==> config.mk <==
export PLATFORM = sky130hd
export DESIGN_NAME = tgbpd_top
export DESIGN_NICKNAME = d
export VERILOG_FILES = /design/src/inc/tgbpd_pkg.sv /design/src/logic/tgbpd_top.sv /design/src/logic/tgbpd_select.sv
export SDC_FILE = /design/constraint.sdc
export NUM_CORES = 1
export LEC_CHECK = 0
export BUFFER_PORTS_ARGS = -buffer_cell sky130_fd_sc_hd__buf_2
export CAP_MARGIN = 20
export CORE_MARGIN = 2
export CORE_UTILIZATION = 52
export DETAILED_ROUTE_END_ITERATION = 8
export PLACE_DENSITY = 0.79
export SYNTH_ARGS = -nofsm -noshare
export SYNTH_HDL_FRONTEND = slang
export SYNTH_SLANG_ARGS = --single-unit
export TNS_END_PERCENT = 5
==> constraint.sdc <==
create_clock -name clock -period 1.39 [get_ports clock]
set_clock_uncertainty 0.15 [all_clocks]
set_input_delay 0.278 -clock clock [delete_from_list [all_inputs] [get_ports clock]]
set_output_delay 0.278 -clock clock [all_outputs]
set_load 0.02 [all_outputs]
==> src/inc/tgbpd_pkg.sv <==
// Package for the touch group blocking and pattern detect block
package tgbpd_pkg;
   localparam int          NUM_INPUTS          = 3;
   localparam logic [7:0]  ADDR_GROUP_CFG      = 8'h2A;
   localparam logic [7:0]  ADDR_PATTERN_CFG    = 8'h2B;
   localparam logic [7:0]  ADDR_PATTERN_SEL    = 8'h2D;
   localparam logic [7:0]  ADDR_BASE_RANGE     = 8'h2E;
   localparam logic [7:0]  RST_GROUP_CFG       = 8'h80;
   localparam logic [7:0]  RST_PATTERN_CFG     = 8'h00;
   localparam logic [7:0]  RST_PATTERN_SEL     = 8'h07;
   localparam int          POS_BLOCK_EN        = 7;
   localparam int          POS_LIMIT_LO        = 2;
   localparam int          POS_PAT_EN          = 7;
   localparam int          POS_PAT_TH_LO       = 2;
   localparam int          POS_PAT_MODE        = 1;
   localparam int          POS_PAT_ALERT       = 0;
   localparam logic [7:0]  MASK_GROUP_CFG      = 8'h8C;
   localparam logic [7:0]  MASK_PATTERN_CFG    = 8'h8F;
   localparam logic [7:0]  MASK_PATTERN_SEL    = 8'h07;

   // Per-input results of one sensing cycle
   typedef struct packed {
      logic [NUM_INPUTS-1:0] over_touch;
      logic [NUM_INPUTS-1:0] over_pattern;
      logic [NUM_INPUTS-1:0] noise;
      logic [NUM_INPUTS-1:0] base_fault;
   } tgbpd_sense_t;

   // Register access port
   typedef struct packed {
      logic       wr;
      logic       rd;
      logic [7:0] addr;
      logic [7:0] wdata;
   } tgbpd_reg_req_t;

   // Flags toward the main status register and alert pin
   typedef struct packed {
      logic excess_touch_flag;
      logic pattern_event_flag;
      logic base_range_summary_flag;
      logic pattern_alert;
   } tgbpd_status_t;
endpackage

==> src/logic/tgbpd_top.sv <==
// Touch group blocking, pattern detection and base range report
module tgbpd_top
   import tgbpd_pkg::*;
#(
   parameter int N = NUM_INPUTS
) (
   input  wire logic                      clock,
   input  wire logic                      rstn,
   input  wire logic                      cycle_done,
   input  wire tgbpd_pkg::tgbpd_sense_t   sense,
   input  wire tgbpd_pkg::tgbpd_reg_req_t reg_req,
   input  wire logic                      int_clear,
   output logic      [7:0]                reg_rdata,
   output logic      [1:0]                pattern_threshold_select,
   output logic      [N-1:0]              touch_report,
   output tgbpd_pkg::tgbpd_status_t       status,
   output logic                           alert_n
);
   import tgbpd_pkg::*;

   initial begin
      if (N != NUM_INPUTS) $error("tgbpd_top: only three inputs supported");
   end

   typedef struct packed {
      logic [7:0]   group_cfg;
      logic [7:0]   pattern_cfg;
      logic [7:0]   pattern_sel;
      logic [N-1:0] base_fault;
      logic [N-1:0] valid;
      logic [N-1:0] report;
      logic         excess;
      logic         event_flag;
      logic         cond;
      logic [7:0]   rdata;
   } tgbpd_state_t;

   tgbpd_state_t st_ff, nxt_st;
   logic [1:0]   rst_sync_ff;
   logic         rst_n_s;
   logic [N-1:0] chosen;
   logic [N-1:0] touched;
   logic [N-1:0] qualify;
   logic [1:0]   qual_cnt;
   logic [1:0]   sel_cnt;
   logic         match;
   logic         group_block_enable;
   logic [1:0]   simultaneous_touch_limit;
   logic [1:0]   limit_n;
   logic         pattern_detect_enable;
   logic         pattern_compare_mode;
   logic         pattern_alert_enable;
   logic         valid_released;

   // Reset release through two flops
   always_ff @(posedge clock or negedge rstn) begin
      if (!rstn) begin
         rst_sync_ff <= 2'h0;
      end else begin
         rst_sync_ff <= {rst_sync_ff[0], 1'b1};
      end
   end
   assign rst_n_s = rst_sync_ff[1];

   assign group_block_enable       = st_ff.group_cfg[POS_BLOCK_EN];
   assign simultaneous_touch_limit = st_ff.group_cfg[POS_LIMIT_LO +: 2];
   assign pattern_detect_enable    = st_ff.pattern_cfg[POS_PAT_EN];
   assign pattern_threshold_select = st_ff.pattern_cfg[POS_PAT_TH_LO +: 2];
   assign pattern_compare_mode     = st_ff.pattern_cfg[POS_PAT_MODE];
   assign pattern_alert_enable     = st_ff.pattern_cfg[POS_PAT_ALERT];

   assign limit_n = (simultaneous_touch_limit == 2'h0) ? 2'h1 :
                    (simultaneous_touch_limit == 2'h1) ? 2'h2 : 2'h3;

   assign touched = sense.over_touch;

   tgbpd_select #(
      .N (N)
   ) u_select (
      .touched (touched),
      .limit   (limit_n),
      .chosen  (chosen)
   );

   assign qualify = sense.over_pattern | sense.noise;
   assign qual_cnt = 2'({1'b0, qualify[0]} + {1'b0, qualify[1]} + {1'b0, qualify[2]});
   assign sel_cnt  = 2'({1'b0, st_ff.pattern_sel[0]} + {1'b0, st_ff.pattern_sel[1]}
                        + {1'b0, st_ff.pattern_sel[2]});
   assign match = pattern_compare_mode
                ? ((qualify & st_ff.pattern_sel[N-1:0]) == st_ff.pattern_sel[N-1:0])
                : (qual_cnt >= sel_cnt);

   assign valid_released = |(st_ff.valid & ~touched);

   always_comb begin
      nxt_st          = st_ff;
      if (reg_req.wr) begin
         unique case (reg_req.addr)
            ADDR_GROUP_CFG:   nxt_st.group_cfg   = reg_req.wdata & MASK_GROUP_CFG;
            ADDR_PATTERN_CFG: nxt_st.pattern_cfg = reg_req.wdata & MASK_PATTERN_CFG;
            ADDR_PATTERN_SEL: nxt_st.pattern_sel = reg_req.wdata & MASK_PATTERN_SEL;
            default:          nxt_st.rdata       = st_ff.rdata;
         endcase
      end
      if (reg_req.rd) begin
         unique case (reg_req.addr)
            ADDR_GROUP_CFG:   nxt_st.rdata = st_ff.group_cfg;
            ADDR_PATTERN_CFG: nxt_st.rdata = st_ff.pattern_cfg;
            ADDR_PATTERN_SEL: nxt_st.rdata = st_ff.pattern_sel;
            ADDR_BASE_RANGE:  nxt_st.rdata = {5'h00, st_ff.base_fault};
            default:          nxt_st.rdata = 8'h00;
         endcase
      end
      // Host clear takes effect only after the condition is gone
      if (int_clear && !st_ff.cond) begin
         nxt_st.event_flag = 1'b0;
      end
      if (cycle_done) begin
         nxt_st.base_fault = sense.base_fault;
         nxt_st.cond       = pattern_detect_enable && match;
         if (pattern_detect_enable && match) begin
            nxt_st.event_flag = 1'b1;
         end
         if (pattern_detect_enable && match) begin
            nxt_st.report = '0;
         end else if (!group_block_enable) begin
            nxt_st.report = touched;
            nxt_st.valid  = '0;
         end else begin
            // Keep the valid set until one of its pads releases
            if (st_ff.valid == '0 || valid_released) begin
               nxt_st.valid = chosen;
            end else begin
               nxt_st.valid = st_ff.valid & touched;
            end
            nxt_st.report = nxt_st.valid;
         end
         if (group_block_enable && (touched & ~nxt_st.valid) != '0) begin
            nxt_st.excess = 1'b1;
         end else begin
            nxt_st.excess = 1'b0;
         end
      end
   end

   always_ff @(posedge clock or negedge rst_n_s) begin
      if (!rst_n_s) begin
         st_ff.group_cfg   <= RST_GROUP_CFG;
         st_ff.pattern_cfg <= RST_PATTERN_CFG;
         st_ff.pattern_sel <= RST_PATTERN_SEL;
         st_ff.base_fault  <= '0;
         st_ff.valid       <= '0;
         st_ff.report      <= '0;
         st_ff.excess      <= 1'b0;
         st_ff.event_flag  <= 1'b0;
         st_ff.cond        <= 1'b0;
         st_ff.rdata       <= 8'h00;
      end else begin
         st_ff.group_cfg   <= nxt_st.group_cfg;
         st_ff.pattern_cfg <= nxt_st.pattern_cfg;
         st_ff.pattern_sel <= nxt_st.pattern_sel;
         st_ff.base_fault  <= nxt_st.base_fault;
         st_ff.valid       <= nxt_st.valid;
         st_ff.report      <= nxt_st.report;
         st_ff.excess      <= nxt_st.excess;
         st_ff.event_flag  <= nxt_st.event_flag;
         st_ff.cond        <= nxt_st.cond;
         st_ff.rdata       <= nxt_st.rdata;
      end
   end

   assign reg_rdata                      = st_ff.rdata;
   assign touch_report                   = st_ff.report;
   assign status.excess_touch_flag       = st_ff.excess;
   assign status.pattern_event_flag      = st_ff.event_flag;
   assign status.base_range_summary_flag = |st_ff.base_fault;
   assign status.pattern_alert           = st_ff.event_flag && pattern_alert_enable;
   assign alert_n                        = !status.pattern_alert;
endmodule

==> src/logic/tgbpd_select.sv <==
// Picks the first limit touched inputs in sensing order
module tgbpd_select #(
   parameter int N = 3
) (
   input  wire logic [N-1:0] touched,
   input  wire logic [1:0]   limit,
   output logic      [N-1:0] chosen
);
   import tgbpd_pkg::*;

   initial begin
      if (N < 1 || N > 8) $error("tgbpd_select: N out of range");
   end

   logic [3:0] cnt [N+1];
   assign cnt[0] = 4'h0;
   genvar i;
   generate
      for (i = 0; i < N; i++) begin : g_sel
         assign chosen[i] = touched[i] && (cnt[i] < {2'h0, limit});
         assign cnt[i+1]  = cnt[i] + {3'h0, chosen[i]};
      end
   endgenerate
endmodule

==> results.yml, run 1 <==
synthesis:
  ys.warnings.count: 0
  synth_area_leader_cell: "dfrtp_1"
  yosysSeqAreaShare: 0.419
  ys_ff_latch: 30
  ys.flop_type: "dfrtp_1"
  synthTopCellsByCount: "26 x dfrtp_1, 17 x mux2_2, 16 x inv_1"
  syn_avg_cell_area_sq_um: 10.6
  synthArstFlopShare: 1.00
  synthDistinctLibCells: 44
  synthCells: 171
  synth_top_area_frac: 0.360
  syn_area_sq_um: 1810
  synth.most_common_cell: "dfrtp_1"
  synthTopCellsByArea: "dfrtp_1 36%, mux2_2 11%, buf_4 6.2%, dfstp_2 5.8%, inv_1 3.3%"
  synth_edf_count: 0
floorplanning:
  initial_core_util: 0.541
  dieArea_sq_um: 3960
  row_count: 21
  core_sq_um: 3340
  die_h_um: 62.9
  ios: 52
  die_width_um: 62.9
cts:
  clk_pin_slew_ns: 0.09
  numCtsBuffers: 5
  cts_tree: "yes"
  clockBufferDepth: 2
  cts_htree_levels: 2
  root_buffer: "clkbuf_4"
  insertion_delay_ns: 0.33
  cts.sinks: 30
routing:
  drcViolationCount: 0
  viasPerCell: 5.16
  vias: 1521
  drtPass1Iterations: 4
  drt-initial-drc-count: 42
  wl_per_cell_um: 13.6
  ant_nets: 0
  drt_wl_total_um: 4020
min_path:
  hold_path.startpoint: "sense[1]"
  min_to: "st_ff[18]"
  holdPathStages: 2
  min_path_type: "in2reg"
worst_setup_path:
  reg2reg_from: "st_ff[22]"
  critPathArrivalTime_ns: 2.61
  r2r_cells: 7
  crit_type: "reg2reg"
  rrSetupSlack_ns: -1.18
  cp-end-kind: "flip-flop"
  startpoint_type: "flip-flop"
  r2r_end: "status[3]"
  crit_required_ns: 1.44
  path_max_fanout: 4
cells_and_area:
  final_nets: 288
  diodes: 0
  utilization: 0.717
  fillers: 258
  layout-drive-gt1-share: 0.506
  area_growth_pct: 32.6
timing:
  worstMarginPinSlew_ns: 0.493
  slew_viol_final: 0
  post-route-period-util: 1.85
  fmax_mhz: 390
  hold_violations: 0
  slew_headroom: 0.668
  rsz0062_at_grt: "true"
  setup_ws_ns: -1.18
  setup_viol: 12
  min_period_ns: 2.57
global_routing:
  grt.overflow.total: 0
  grt_max_degree: 24
  grt_pass1_wl_um: 7150
  antenna_found_initial: 0
  grt.total_usage: 0.232
  grt_pass1_vias: 1569
power:
  power_frac_clock: 0.280
  power_switching_mw: 0.547
  power_density_nw_per_um2: 812
  ir_worst_vdd_mv: 0.573
  p_seq_frac: 0.489
  swShare: 0.282
  pwr-share-comb: 0.232
  leakagePower_nw: 1.19
  total_power_mw: 1.94
  p_int_mw: 1.40
run:
  timing.max_cap.violations: 0
status:
  violations: "setup timing"
  run_status: "finished with violations"
place:
  dpl.hpwl_um: 3230
  gp_congestion: 0.974
  io_buffers: 45
cell type report:
class                      count  area, sq um  share of cell area
timing repair buffer          86          553               0.231
tap                           46         57.6              0.0240
clock buffer                   7         55.1              0.0230
sequential                    30          756               0.316
inverter                      16         60.1              0.0251
clock inverter                 1         5.00             0.00209
multi-input combinational    109          907               0.379
routing by layer:
metal | global-route usage | vias up | share of wire
met3 | 0.0649 | 9 | 0.049
met4 | 0.0722 | 0 | 0.017
met2 | 0.375 | 45 | 0.48
li1 | - | 751 | -
met5 | 0 | - | 0
met1 | 0.302 | 716 | 0.46
logic make-up after synthesis:
family	count (synthesis)	share of synthesized area
simple gates	47	0.173
buf+inv	34	0.103
compound gates	31	0.125
flops	30	0.419
mux	20	0.123
fa+ha+maj	6	0.0499
other cells	2	0.00416
xor+xnor	1	0.00485
power groups by stage:
stage / registers, mW / logic (mW) / clock network [mW]
4_1_cts: 0.949 / 0.447 / 0.555
5_1_grt: 0.956 / 0.500 / 0.611
2_1_floorplan: 0.978 / 0.221 / 0
6_report: 0.950 / 0.451 / 0.544
3_5_place_dp: 0.968 / 0.425 / 0
3_3_place_gp: 0.965 / 0.412 / 0
metrics by stage:
step / hold slack [ns] / cell area (sq um) / std cells / setup TNS, ns / worst slack [ns]
after detailed placement: -0.0844 / 2280 / 285 / -12.04 / -1.25
after global placement: -0.0859 / 2280 / 285 / -11.24 / -1.13
after global routing: 0.0205 / 2390 / 295 / -10.74 / -1.26
final: 0.0256 / 2390 / 295 / -9.54 / -1.18
after floorplan: -0.168 / 1810 / 173 / -8.97 / -1.09
after CTS: 0.0211 / 2370 / 295 / -9.59 / -1.18
what timing repair did:
item	4_1_cts	5_1_grt
pin swaps	3	1
setup buffers	0	0
setup endpoints to repair	12	13
hold buffers	2	0
hold endpoints to repair	7	0
resized for setup	3	3
worst max path at each step:
stage                   start         to  cells past startpoint  slack [ns]
finish              st_ff[22]  status[3]                      7       -1.18
global route        st_ff[22]  status[3]                      7       -1.26
CTS                 st_ff[22]  status[3]                      7       -1.18
detailed placement   sense[3]  status[3]                      9       -1.25
global placement     sense[5]  status[3]                      9       -1.13
floorplan           st_ff[21]  status[3]                      7       -1.09
state kept, by name, summed over array words and instances (netlist names):
register,count
group_block_enable,1
pattern_alert_enable,1
pattern_compare_mode,1
pattern_detect_enable,1
pattern_threshold_select,2
reg_rdata,5
rst_sync_ff,2
simultaneous_touch_limit,2
st_ff,10
status,2
touch_report,3
placed cells by master (no fill, tap or decap), drive strengths merged, types with 2 or more instances in the layout:
cell,Yosys,final
nor3,2,2
mux2,17,17
mux2i,3,3
o22ai,7,7
ha,4,4
buf,16,84
nor4,2,2
a2bb2oi,3,3
nand2,10,10
nand3,4,4
a22oi,3,3
fa,2,2
o41ai,2,2
and4bb,3,3
a31oi,3,3
dfrtp,26,26
nand4,3,3
nor2b,7,7
dlygate4sd3,0,2
nor2,9,9
o21ai,4,4
inv,16,16
clkbuf,2,7
conb,2,4
o311ai,3,3
dfstp,4,4
worst max-delay path, cell delays in order, from the launching register on:
cell,delay (ns)
dfstp_2,0.55
fa_1,0.42
ha_1,0.29
nand2b_4,0.14
a211o_2,0.31
and2_4,0.17
o311ai_2,0.25
a41oi_1,0.15
No activity file was read; power rests on OpenSTA's default activity.
==> run 2: changes to the inputs <==
--- a/config.mk
+++ b/config.mk
@@ -8,9 +8,11 @@
 export BUFFER_PORTS_ARGS = -buffer_cell sky130_fd_sc_hd__buf_2
 export CAP_MARGIN = 20
 export CORE_MARGIN = 2
-export CORE_UTILIZATION = 52
+export CORE_UTILIZATION = 40
 export DETAILED_ROUTE_END_ITERATION = 8
-export PLACE_DENSITY = 0.79
+export GPL_ROUTABILITY_DRIVEN = 1
+export PLACE_DENSITY = 0.63
+export SKIP_LAST_GASP = 1
 export SYNTH_ARGS = -nofsm -noshare
 export SYNTH_HDL_FRONTEND = slang
 export SYNTH_SLANG_ARGS = --single-unit
==> run 2 against run 1 <==
  * Via count down 1.2%
  * Core utilization down 16 points
  * The flow still finishes with violations (setup timing)
  * Clock power up 36%
  * Critical path type unchanged
==> results.yml, run 2 (same netlist as run 1, synthesis figures left out) <==
timing:
  post-route-period-util: 1.86
  setup_ws_ns: -1.20
  final.setup.tns_ns: -9.59
  worstMarginPinSlew_ns: 0.653
  slew_headroom: 0.561
  setup_viol: 12
  min_period_ns: 2.59
  slew_viol_final: 0
  fmax_mhz: 386
  rsz0062_at_grt: "true"
  hold_violations: 0
floorplanning:
  initial_core_util: 0.415
  die_width_um: 71.2
  dieArea_sq_um: 5070
  core_sq_um: 4350
  die_h_um: 71.2
  ios: 52
  row_count: 24
cts:
  clk_pin_slew_ns: 0.07
  root_buffer: "clkbuf_8"
  cts_htree_levels: 2
  post_cts_buffers: 0
  cts.sinks: 30
  clockBufferDepth: 2
  insertion_delay_ns: 0.28
  cts_tree: "yes"
  numCtsBuffers: 5
cells_and_area:
  multiInputGateArea_sq_um: 927
  area_growth_pct: 33.8
  mostFrequentLayoutCells: "45 x buf_2, 37 x buf_4, 26 x dfrtp_1"
  regMostFlops: "st_ff"
  regArea_sq_um: 756
  diodes: 0
  largest_reg_flops: 10
  layout-drive-gt1-share: 0.508
  fillers: 385
  final_nets: 285
  layout_commonest_cell: "buf_2"
routing:
  drt-initial-drc-count: 42
  drcViolationCount: 0
  wl_per_cell_um: 14.0
  ant_nets: 0
  viasPerCell: 5.04
  drtPass1Iterations: 4
  vias: 1502
  drt_wl_total_um: 4170
worst_setup_path:
  startpoint_type: "flip-flop"
  cpPeakStageDelay_ns: 0.55
  cpLargestDelayFamily: "compound AO/OA/AOI/OAI gates"
  reg2reg_from: "st_ff[22]"
  path_buf_inv: 0
  path_depth: 7
  critPathArrivalTime_ns: 2.58
  endpoint: "status[3]"
  r2r_end: "status[3]"
  crit_required_ns: 1.38
  crit_type: "reg2reg"
  startpoint: "st_ff[22]"
  rrSetupSlack_ns: -1.20
  r2r_cells: 7
  slowest_stage: "dfstp_2"
  cp-end-kind: "flip-flop"
  crit_path_cell_trace: "fa_1 > ha_1 > nand2b_1 > a211o_2 > and2_4 > o311ai_4 > a41oi_2"
  path_max_fanout: 4
run:
  timing.max_cap.violations: 0
global_routing:
  grt.total_usage: 0.173
  grt_pass1_vias: 1471
  grt_pass1_wl_um: 6870
  grt_max_degree: 29
  grt.overflow.total: 0
  antenna_found_initial: 0
power:
  ir_worst_vdd_mv: 0.660
  power_density_nw_per_um2: 879
  leakagePower_nw: 1.18
min_path:
  min_path_type: "in2reg"
  holdPathStages: 2
status:
  violations: "setup timing"
  run_status: "finished with violations"
place:
  dpl.hpwl_um: 3280
  io_buffers: 45
  dp_slack_ns: -1.20
  gp_congestion: 0.882
==> run 2: cell types whose count changed in the layout (fill, tap and decap cells not counted), moves of 2 or more <==
cell,change
clkbuf_4,-5
clkbuf_8,+5
o311ai_4,+2
buf_4,-2
o311ai_2,-2
==> run 2: how the worst min path moves through the flow <==
stage	startpoint	endpoint	slack, ns
2_1_floorplan	rstn	rst_sync_ff[0]	-0.17
3_3_place_gp	rstn	rst_sync_ff[0]	-0.09
3_5_place_dp	rstn	rst_sync_ff[0]	-0.08
4_1_cts	sense[1]	st_ff[18]	0.07
5_1_grt	sense[1]	st_ff[18]	0.08
6_report	sense[1]	st_ff[18]	0.08
==> run 2: final cells by class <==
class | count | area share
Inverter | 16 | 0.0249
Sequential cell | 30 | 0.313
Tap cell | 52 | 0.0269
Multi-Input combinational cell | 109 | 0.384
Clock buffer | 6 | 0.0342
Timing Repair Buffer | 83 | 0.212
Clock inverter | 2 | 0.00518
==> run 2: routing by layer <==
layer  global-route usage  wire length, um
met1                0.235             1930
met3               0.0513              228
met2                0.266             1930
met5                    0                0
met4               0.0566               76
==> run 2: where the power goes <==
part	switching [mW]	total (mW)	internal (mW)
Clock	0.342	0.740	0.397
Combinational	0.218	0.433	0.216
Sequential	0.0286	0.951	0.922
==> run 2: timing repair <==
item | CTS | global route
pin swaps | 1 | 2
endpoints found under the setup margin | 12 | 18
resized for setup | 1 | 6
hold buffers | 1 | 0
hold endpoints to repair | 2 | 0
==> run 2: through the flow <==
step	hold WS [ns]	cell area [sq um]	utilization	power, mW	std cells
3_3_place_gp	-0.0850	2260	0.518	1.37	289
4_1_cts	0.0666	2370	0.544	2.14	298
2_1_floorplan	-0.168	1810	-	1.20	173
5_1_grt	0.0780	2420	0.555	2.22	298
3_5_place_dp	-0.0844	2260	0.518	1.38	289
6_report	0.0758	2420	0.555	2.12	298
